===== src/adc_res_pkg.sv =====
// Package: register map, layouts and constants of the converter result/status block
package adc_res_pkg;
	localparam int         ADDR_W        = 8;
	localparam int         RES_W         = 10;
	localparam int         IRQ_W         = 2;
	localparam logic [7:0] OFF_RES_HIGH  = 8'h00;
	localparam logic [7:0] OFF_RES_LOW   = 8'h04;
	localparam logic [7:0] OFF_IRQ_STAT  = 8'h08;
	localparam logic [7:0] OFF_IRQ_MASK  = 8'h0C;
	localparam logic [7:0] RES_HIGH_RST  = 8'h00;
	localparam logic [1:0] RES_LOW_RST   = 2'h0;
	localparam logic [1:0] IRQ_STAT_RST  = 2'h0;
	localparam logic [1:0] IRQ_MASK_RST  = 2'h0;
	localparam logic [3:0] NOISE_RST     = 4'h0;
	localparam int         DONE_BIT      = 5;
	localparam int         BUSY_BIT      = 4;
	localparam int         IRQ_DONE_BIT  = 0;
	localparam int         IRQ_ABORT_BIT = 1;
	localparam logic [1:0] RESP_OKAY     = 2'h0;
	localparam logic [1:0] RESP_SLVERR   = 2'h2;

	typedef enum logic {
		CONV_IDLE = 1'b0,
		CONV_RUN  = 1'b1
	} conv_state_e;
endpackage


===== src/adc_result_status_regs.sv =====
// Result and status registers of the converter with bus slave and interrupt
//
// Decided for this implementation: the register addresses and register access over AXI4-Lite.
`timescale 1ns/1ps
module adc_result_status_regs
	import adc_res_pkg::*;
(
	input  wire logic              aclk,
	input  wire logic              aresetn,
	input  wire logic [ADDR_W-1:0] awaddr,
	input  wire logic              awvalid,
	output logic                   awready,
	input  wire logic [31:0]       wdata,
	input  wire logic [3:0]        wstrb,
	input  wire logic              wvalid,
	output logic                   wready,
	output logic [1:0]             bresp,
	output logic                   bvalid,
	input  wire logic              bready,
	input  wire logic [ADDR_W-1:0] araddr,
	input  wire logic              arvalid,
	output logic                   arready,
	output logic [31:0]            rdata,
	output logic [1:0]             rresp,
	output logic                   rvalid,
	input  wire logic              rready,
	input  wire logic              conv_start,
	input  wire logic              conv_done,
	input  wire logic [RES_W-1:0]  conv_result,
	input  wire logic              conv_disable,
	input  wire logic              stop_enter,
	output logic                   conversion_done_irq,
	output logic                   irq
);
	logic              wr_en;
	logic [ADDR_W-1:0] wr_addr;
	logic [31:0]       wr_data;
	logic [3:0]        wr_strb;
	logic              wr_ok;
	logic              rd_en;
	logic [ADDR_W-1:0] rd_addr;
	logic [31:0]       rd_data;
	logic              rd_ok;

	conv_state_e       state_r;
	conv_state_e       state_nxt;
	logic [7:0]        result_high_reg_r;
	logic [1:0]        result_low_r;
	logic              conversion_done_flag_r;
	logic              conversion_done_irq_r;
	logic [IRQ_W-1:0]  irq_status_r;
	logic [IRQ_W-1:0]  irq_mask_r;
	logic [IRQ_W-1:0]  irq_clear;
	logic [IRQ_W-1:0]  irq_event;
	logic [3:0]        noise_r;
	logic              busy;
	logic              start_ok;
	logic              done_ok;
	logic              stop_abort;
	logic              high_read;
	logic [7:0]        low_view;
	logic [ADDR_W-1:0] wr_word;
	logic [ADDR_W-1:0] rd_word;

	axil_reg_port u_port (
		.aclk    (aclk),
		.aresetn (aresetn),
		.awaddr  (awaddr),
		.awvalid (awvalid),
		.awready (awready),
		.wdata   (wdata),
		.wstrb   (wstrb),
		.wvalid  (wvalid),
		.wready  (wready),
		.bresp   (bresp),
		.bvalid  (bvalid),
		.bready  (bready),
		.araddr  (araddr),
		.arvalid (arvalid),
		.arready (arready),
		.rdata   (rdata),
		.rresp   (rresp),
		.rvalid  (rvalid),
		.rready  (rready),
		.wr_en   (wr_en),
		.wr_addr (wr_addr),
		.wr_data (wr_data),
		.wr_strb (wr_strb),
		.wr_ok   (wr_ok),
		.rd_en   (rd_en),
		.rd_addr (rd_addr),
		.rd_data (rd_data),
		.rd_ok   (rd_ok)
	);

	// Byte offsets within a word are ignored; registers are word aligned
	assign wr_word = {wr_addr[ADDR_W-1:2], 2'b00};
	assign rd_word = {rd_addr[ADDR_W-1:2], 2'b00};

	assign busy       = (state_r == CONV_RUN);
	assign start_ok   = conv_start && !stop_enter && !conv_disable;
	// Stop or disable in the finishing cycle wins, so the result is dropped
	assign done_ok    = conv_done && busy && !stop_enter && !conv_disable;
	assign stop_abort = stop_enter && busy;
	assign high_read  = rd_en && (rd_word == OFF_RES_HIGH);

	// Conversion tracking; a finish and a restart in one cycle keep it running
	always_comb begin
		state_nxt = state_r;
		unique case (state_r)
			CONV_IDLE: begin
				if (start_ok)
					state_nxt = CONV_RUN;
			end
			CONV_RUN: begin
				if (stop_enter || conv_disable)
					state_nxt = CONV_IDLE;
				else if (conv_done && !conv_start)
					state_nxt = CONV_IDLE;
			end
		endcase
	end

	always_ff @(posedge aclk) begin
		if (!aresetn)
			state_r <= CONV_IDLE;
		else
			state_r <= state_nxt;
	end

	// Results only change on a finished conversion or a stop abort
	always_ff @(posedge aclk) begin
		if (!aresetn) begin
			result_high_reg_r <= RES_HIGH_RST;
			result_low_r      <= RES_LOW_RST;
		end else if (stop_abort) begin
			result_high_reg_r <= RES_HIGH_RST;
			result_low_r      <= RES_LOW_RST;
		end else if (done_ok) begin
			result_high_reg_r <= conv_result[RES_W-1:2];
			result_low_r      <= conv_result[1:0];
		end
	end

	// A completion in the same cycle as the clearing read wins
	always_ff @(posedge aclk) begin
		if (!aresetn)
			conversion_done_flag_r <= 1'b0;
		else if (done_ok)
			conversion_done_flag_r <= 1'b1;
		else if (start_ok || stop_abort)
			conversion_done_flag_r <= 1'b0;
		else if (high_read)
			conversion_done_flag_r <= 1'b0;
	end

	always_ff @(posedge aclk) begin
		if (!aresetn)
			conversion_done_irq_r <= 1'b0;
		else
			conversion_done_irq_r <= done_ok;
	end

	assign conversion_done_irq = conversion_done_irq_r;

	// Free counter stands in for the undriven low nibble; software must not rely on it
	always_ff @(posedge aclk) begin
		if (!aresetn)
			noise_r <= NOISE_RST;
		else
			noise_r <= noise_r + 4'h1;
	end

	assign low_view = {result_low_r, conversion_done_flag_r, busy, noise_r};

	assign irq_event[IRQ_DONE_BIT]  = done_ok;
	assign irq_event[IRQ_ABORT_BIT] = stop_abort;
	assign irq_clear = (wr_en && wr_word == OFF_IRQ_STAT && wr_strb[0]) ?
		wr_data[IRQ_W-1:0] : '0;

	// Write-one-to-clear; a new event in the clearing cycle stays set
	always_ff @(posedge aclk) begin
		if (!aresetn)
			irq_status_r <= IRQ_STAT_RST;
		else
			irq_status_r <= (irq_status_r & ~irq_clear) | irq_event;
	end

	always_ff @(posedge aclk) begin
		if (!aresetn)
			irq_mask_r <= IRQ_MASK_RST;
		else if (wr_en && wr_word == OFF_IRQ_MASK && wr_strb[0])
			irq_mask_r <= wr_data[IRQ_W-1:0];
	end

	assign irq = |(irq_status_r & irq_mask_r);

	// Result registers accept writes silently; only unmapped words answer with an error
	assign wr_ok = (wr_word == OFF_RES_HIGH) || (wr_word == OFF_RES_LOW) ||
		(wr_word == OFF_IRQ_STAT) || (wr_word == OFF_IRQ_MASK);
	assign rd_ok = (rd_word == OFF_RES_HIGH) || (rd_word == OFF_RES_LOW) ||
		(rd_word == OFF_IRQ_STAT) || (rd_word == OFF_IRQ_MASK);

	always_comb begin
		rd_data = 32'h0000_0000;
		unique case (rd_word)
			OFF_RES_HIGH: rd_data[7:0] = result_high_reg_r;
			OFF_RES_LOW:  rd_data[7:0] = low_view;
			OFF_IRQ_STAT: rd_data[IRQ_W-1:0] = irq_status_r;
			OFF_IRQ_MASK: rd_data[IRQ_W-1:0] = irq_mask_r;
			default:      rd_data = 32'h0000_0000;
		endcase
	end
endmodule // adc_result_status_regs


===== src/axil_reg_port.sv =====
// AXI4-Lite slave front end turning bus beats into register strobes
`timescale 1ns/1ps
module axil_reg_port
	import adc_res_pkg::*;
(
	input  wire logic              aclk,
	input  wire logic              aresetn,
	input  wire logic [ADDR_W-1:0] awaddr,
	input  wire logic              awvalid,
	output logic                   awready,
	input  wire logic [31:0]       wdata,
	input  wire logic [3:0]        wstrb,
	input  wire logic              wvalid,
	output logic                   wready,
	output logic [1:0]             bresp,
	output logic                   bvalid,
	input  wire logic              bready,
	input  wire logic [ADDR_W-1:0] araddr,
	input  wire logic              arvalid,
	output logic                   arready,
	output logic [31:0]            rdata,
	output logic [1:0]             rresp,
	output logic                   rvalid,
	input  wire logic              rready,
	output logic                   wr_en,
	output logic [ADDR_W-1:0]      wr_addr,
	output logic [31:0]            wr_data,
	output logic [3:0]             wr_strb,
	input  wire logic              wr_ok,
	output logic                   rd_en,
	output logic [ADDR_W-1:0]      rd_addr,
	input  wire logic [31:0]       rd_data,
	input  wire logic              rd_ok
);
	logic aw_held_r;
	logic w_held_r;

	assign awready = !aw_held_r && !bvalid;
	assign wready  = !w_held_r && !bvalid;
	assign wr_en   = aw_held_r && w_held_r && !bvalid;
	assign arready = !rvalid;
	assign rd_en   = arvalid && arready;
	assign rd_addr = araddr;

	// Address and data are latched separately so either may come first
	always_ff @(posedge aclk) begin
		if (!aresetn) begin
			aw_held_r <= 1'b0;
			w_held_r  <= 1'b0;
			wr_addr   <= '0;
			wr_data   <= '0;
			wr_strb   <= '0;
		end else if (wr_en) begin
			aw_held_r <= 1'b0;
			w_held_r  <= 1'b0;
		end else begin
			if (awvalid && awready) begin
				aw_held_r <= 1'b1;
				wr_addr   <= awaddr;
			end
			if (wvalid && wready) begin
				w_held_r <= 1'b1;
				wr_data  <= wdata;
				wr_strb  <= wstrb;
			end
		end
	end

	always_ff @(posedge aclk) begin
		if (!aresetn) begin
			bvalid <= 1'b0;
			bresp  <= RESP_OKAY;
		end else if (wr_en) begin
			bvalid <= 1'b1;
			bresp  <= wr_ok ? RESP_OKAY : RESP_SLVERR;
		end else if (bready) begin
			bvalid <= 1'b0;
		end
	end

	// Read data is captured at the address beat, which is also when read side effects fire
	always_ff @(posedge aclk) begin
		if (!aresetn) begin
			rvalid <= 1'b0;
			rdata  <= '0;
			rresp  <= RESP_OKAY;
		end else if (rd_en) begin
			rvalid <= 1'b1;
			rdata  <= rd_data;
			rresp  <= rd_ok ? RESP_OKAY : RESP_SLVERR;
		end else if (rready) begin
			rvalid <= 1'b0;
		end
	end
endmodule // axil_reg_port


===== config.mk =====
export PLATFORM = sky130hd
export DESIGN_NAME = adc_result_status_regs
export DESIGN_NICKNAME = d
export VERILOG_FILES = /design/src/adc_res_pkg.sv /design/src/adc_result_status_regs.sv /design/src/axil_reg_port.sv
export SDC_FILE = /design/constraint.sdc
export NUM_CORES = 1
export LEC_CHECK = 0
export ABC_AREA = 1
export ABC_CLOCK_PERIOD_IN_PS = 2800
export BUFFER_PORTS_ARGS = -buffer_cell sky130_fd_sc_hd__buf_2
export CAP_MARGIN = 20
export CORE_MARGIN = 2
export CORE_UTILIZATION = 47
export DETAILED_ROUTE_END_ITERATION = 10
export GPL_TIMING_DRIVEN = 1
export PLACE_DENSITY = 0.95
export SLEW_MARGIN = 0
export SYNTH_ARGS = -nofsm -noshare
export SYNTH_HDL_FRONTEND = slang
export SYNTH_SLANG_ARGS = --single-unit

===== constraint.sdc =====
create_clock -name aclk -period 2.8 [get_ports aclk]
set_input_delay 0 -clock aclk [delete_from_list [all_inputs] [get_ports aclk]]
set_output_delay 0 -clock aclk [all_outputs]
set_load 0.02 [all_outputs]

After elaboration in Yosys (flattened, before gate mapping)
Cells that the tools add are included.
{"block": "op_classes", "add_sub_neg": 1, "n_eq_ne": 6, "n_mux": 16, "bitwise_logic": 7, "reduce_logical": 44}
{"cell": "== test 6 x 2 -> 1 bit, second input constant", "n": 4}
{"cell": "logical AND 1 bit", "n": 19}
{"cell": "logical NOT 8 bit", "n": 2}
{"cell": "== test 6 x 1 -> 1 bit, second input constant", "n": 2}
{"cell": "case mux 6 bit (2 select lines)", "n": 1}
{"cell": "two-way mux 1 bit", "n": 10}
{"cell": "logical OR 1 bit", "n": 8}
{"cell": "case mux 2 bit (4 select lines)", "n": 1}
{"cell": "logical NOT 1 bit", "n": 7}
{"cell": "two-way mux 2 bit", "n": 3}
{"cell": "OR reduction 2 bit", "n": 3}
{"cell": "adder 4 x 1 -> 4 bit, second input constant", "n": 1}
{"cell": "AND 2 bit", "n": 2}
{"cell": "AND reduction 2 bit", "n": 2}
{"cell": "nonzero test 2 bit", "n": 2}
{"cell": "NOT 1 bit", "n": 3}
{"cell": "nonzero test 3 bit", "n": 1}
{"cell": "NOT 2 bit", "n": 1}
{"cell": "bitwise OR 2 bit", "n": 1}
{"cell": "case mux 1 bit (2 select lines)", "n": 1}
{"block": "totals", "ff_bits": 48, "inputBits": 73, "out_inout_bits": 43, "wordCells": 92}

Longest topological paths before layout
{"block": "depth", "depth_word": 8, "mapped_depth": 9, "depth_no_buf": 9}

Modules after synthesis
From an unflattened synthesis, not the netlist that was laid out.
{"block": "unflattened", "hier_cells": 628, "hier_area_um2": 4396.7}
{"module": "axil_reg_port", "instances": 1, "cells_each": 468, "area_each_um2": 3329.4}
{"module": "adc_result_status_regs", "instances": 1, "cells_each": 160, "area_each_um2": 1067.3}

Worst setup path after synthesis
Ideal clock, no wire load.
{"block": "synth_timing", "path_type": "reg-to-reg", "from": "register u_port.bvalid", "to": "register u_port.wr_addr[2]", "setup_ps": 122, "t_arrival_ps": 1170, "setup_slack_ps": 1508, "path_stages_with_launch": 5, "path_buffers": 0, "synth_period_minus_slack_ps": 1292, "path_cell_list": "dfxtp_1 > nor2_1 > nand2_1 > o21ai_0 > a21oi_1"}
{"block": "synth_between", "elab_chain_len": 4, "word_cells_on_any_way": 6, "cone_classes": "bitwise (1); reduce/logical (5)"}
{"element": "from (decl)", "line_no": "axil_reg_port.sv:16", "rtl": "output logic bvalid,"}
{"element": "from (signal assigned)", "line_no": "axil_reg_port.sv:71", "rtl": "bvalid <= 1'b0;"}
{"element": "from (signal assigned)", "line_no": "axil_reg_port.sv:74", "rtl": "bvalid <= 1'b1;"}
{"element": "from (signal assigned)", "line_no": "axil_reg_port.sv:77", "rtl": "bvalid <= 1'b0;"}
{"element": "logical NOT 1 bit", "line_no": "axil_reg_port.sv:38", "rtl": "assign awready = !aw_held_r && !bvalid;"}
{"element": "logical AND 1 bit", "line_no": "axil_reg_port.sv:38"}
{"element": "via awready", "line_no": "adc_result_status_regs.sv:12", "rtl": "output logic awready,"}
{"element": "logical AND 1 bit", "line_no": "axil_reg_port.sv:57", "rtl": "if (awvalid && awready) begin"}
{"element": "AND reduction 2 bit (no source line)"}
{"element": "to (signal assigned)", "line_no": "axil_reg_port.sv:59", "rtl": "wr_addr <= awaddr;"}
{"element": "to (decl)", "line_no": "axil_reg_port.sv:26", "rtl": "output logic [ADDR_W-1:0] wr_addr,"}
The timed path passes the listed nets, and every way through them passes these cells.
A chain may end at the register's enable or synchronous reset.

Worst setup path after layout
{"block": "layout_timing", "from": "register u_port.rvalid", "to": "register u_port.rdata[7]"}
{"block": "layout_between", "elab_chain_len": 2}
{"element": "from (decl)", "line_no": "axil_reg_port.sv:23", "rtl": "output logic rvalid,"}
{"element": "from (signal assigned)", "line_no": "axil_reg_port.sv:84", "rtl": "rvalid <= 1'b0;"}
{"element": "from (signal assigned)", "line_no": "axil_reg_port.sv:88", "rtl": "rvalid <= 1'b1;"}
{"element": "from (signal assigned)", "line_no": "axil_reg_port.sv:92", "rtl": "rvalid <= 1'b0;"}
{"element": "logical NOT 1 bit", "line_no": "axil_reg_port.sv:41", "rtl": "assign arready = !rvalid;"}
{"element": "logical AND 1 bit", "line_no": "axil_reg_port.sv:42", "rtl": "assign rd_en = arvalid && arready;"}
{"element": "to (signal assigned)", "line_no": "axil_reg_port.sv:89", "rtl": "rdata <= rd_data;"}
{"element": "to (decl)", "line_no": "axil_reg_port.sv:21", "rtl": "output logic [31:0] rdata,"}
No other way between the ends.

==> impl_metrics.toml <==
[status]
status = "completed"

[cells_and_area]
fill_cells = 343
antennaDiodeCount = 0
final_nets = 421
multi_input_area_um2 = 901
seqCellArea_um2 = 881
area_delta_synth_final_pct = 23.9
drive_above_1_share = 0.220

[clocking]
post_cts_buffers = 0
clkLatencyLatePin_ns = 0.29
clkTransAtPathRegs_ns = 0.08
holdBufCountCts = 19
clock-root-buffer = "clkbuf_8"
h-tree-depth = 2
cts.sinks = 44
cts_tree = "done"
clk_path_buf_depth = 2
cts.repair.resized = 0
numCtsBuffers = 5

[placement]
dp_slack_ns = 1.43
routabilityCongestion = 0.834
io_buffers = 52
dpl.hpwl_um = 3070

[floorplanning]
rows = 23
initial_core_util = 0.496
dieArea_mm2 = 0.00486
core-area_mm2 = 0.00409
ios = 116
die_w_um = 69.7
die_h_um = 69.7

[yosys]
synth-seq-cells = 44
synth_area_leaders = "dfxtp_1 (43%), buf_4 (10%), nor2_1 (10%), nand2_1 (8.3%), inv_1 (4.8%)"
synth_most_common_cell = "nor2_1"
ys_warn_count = 0
synth_cells = 275
synthFlopType = "dfxtp_1"
synthDistinctLibCells = 31
synth-edff-count = 0
synthTopCellsByCount = "nor2_1 (54), nand2_1 (45), dfxtp_1 (44)"
ys_async_sr_fraction = 0
synth.cell_area_mm2 = 0.00203
synth_top_area_share = 0.434
synth.avg_cell_area_um2 = 7.38
seq_area_frac_synth = 0.434
yosysTopAreaCell = "dfxtp_1"

[critical_path]
worstSetupStartpointType = "register"
crit_required_ns = 3.04
cp-end-kind = "register"
ff2ff_path_depth = 9
crit_top_cell = "nand2_1"
worstSetupPathType = "reg -> reg"
crit_arrival_ns = 1.63
critPathMaxStageDelay_ns = 0.32
crit_chain = "inv_2 -> nand2_1 -> nor2_2 -> nand2_2 -> inv_2 -> nand2_1 -> nand3_1 -> nand2_1 -> inv_1"
critPathMaxFanout = 11
cpMaxStageDelayCell = "dfxtp_1"

[worst_hold_path]
holdPathStages = 3
hold_path.class = "in -> reg"

[routing]
wl_per_cell_um = 11.3
drt_iter0_markers = 143
drc = 0
ant_nets = 0
vias = 1860
via_per_inst = 4.70
drt_first_pass_iters = 4
wirelength_um = 4460

[sta]
finalCriticalPeriod_ns = 1.39
tns_ns = 0
fmax_ghz = 0.718
rsz0062_at_grt = "no"
period_share = 0.497
finClkSkew_ns = 0.00510
setup_ws_ns = 1.41
finalHoldViolations = 0
drv_slew = 0
setup_viol = 0

[grt]
grt_usage = 0.195
grt_max_degree = 25
grt_overflow_total = 0
antenna_found_initial = 0
grt_pass1_vias = 1741
grt_pass1_wl_um = 7670

[pwr]
power_density_mw_per_mm2 = 523
peakVddDrop_mv = 0.383
p_leak_nw = 1.20

[job]
max_cap_violations = 0
[power by group]
group          switching, mW  internal (mW)  leakage [nW]
clock                  0.202          0.256        0.0501
combinational          0.120         0.0678         0.793
sequential            0.0175          0.651         0.359
total                  0.340          0.975          1.20
[cells by family after synthesis]
kind of cell | count (synthesis) | synth area share
fa+ha+maj | 1 | 0.00617
flops | 44 | 0.434
compound gates | 40 | 0.110
other cells | 1 | 0.00185
simple gates | 124 | 0.271
buf+inv | 63 | 0.168
xor+xnor | 2 | 0.00864
[layout by cell type, fill, tap and decap left out, drive strengths merged, types with 2 or more instances in the layout]
cell type,count
conb,26
o211ai,2
nand4,2
clkbuf,5
dfxtp,44
nor2,60
nand2,46
a21oi,13
inv,31
dlygate4sd3,19
nand3,13
o21ai,19
o22ai,2
buf,52
[worst max-delay path: cells and delay by family (launching register included)]
family / cells / cell delay, ns
buf+inv: 3 / 0.22
flops: 1 / 0.32
simple gates: 6 / 0.80
[per-layer routing]
layer	wire length, um	part of all wire	up-vias	global-route usage
li1	-	-	952	-
met1	1830	0.41	829	0.227
met2	2220	0.50	72	0.345
met3	318	0.071	7	0.0480
met4	89	0.020	0	0.0748
met5	0	0	-	0
[cell type report]
class                           count  area share
Multi-Input combinational cell    193       0.358
Sequential cell                    44       0.350
Timing Repair Buffer               71       0.179
Inverter                           32      0.0478
Clock buffer                        5      0.0274
Tap cell                           50      0.0249
Clock inverter                      1      0.0119
[metrics by stage]
step,hold WS [ns],instance area (um2),cells,power (mW),util
2_1_floorplan,0.0781,2120,300,0.823,-
3_3_place_gp,0.187,2220,371,0.842,0.544
3_5_place_dp,0.196,2220,371,0.848,0.544
4_1_cts,0.00597,2510,396,1.32,0.615
5_1_grt,0.0380,2510,396,1.37,0.615
6_report,0.00844,2510,396,1.31,0.615
[registers in the layout, summed over array words and instances (netlist names), 2 cells and up]
name               flops
result_high_reg_r      8
u_port.rdata           8
irq_mask_r             2
noise_r                4
result_low_r           2
u_port.wr_data         2
u_port.wr_addr         6
irq_status_r           2
[worst paths after layout]
kind / from / end / slack, ns
min: stop_enter / irq_status_r[1]$_SDFF_PN0_ / 0.008
max reg2reg: u_port.rvalid$_SDFFE_PN0P_ / u_port.rdata[7]$_SDFFE_PN0P_ / 1.41
min reg2reg: result_high_reg_r[0]$_SDFFE_PP0P_ / result_high_reg_r[0]$_SDFFE_PP0P_ / 0.46
max: u_port.rvalid$_SDFFE_PN0P_ / u_port.rdata[7]$_SDFFE_PN0P_ / 1.41
No activity file was read; power rests on OpenSTA's default activity.
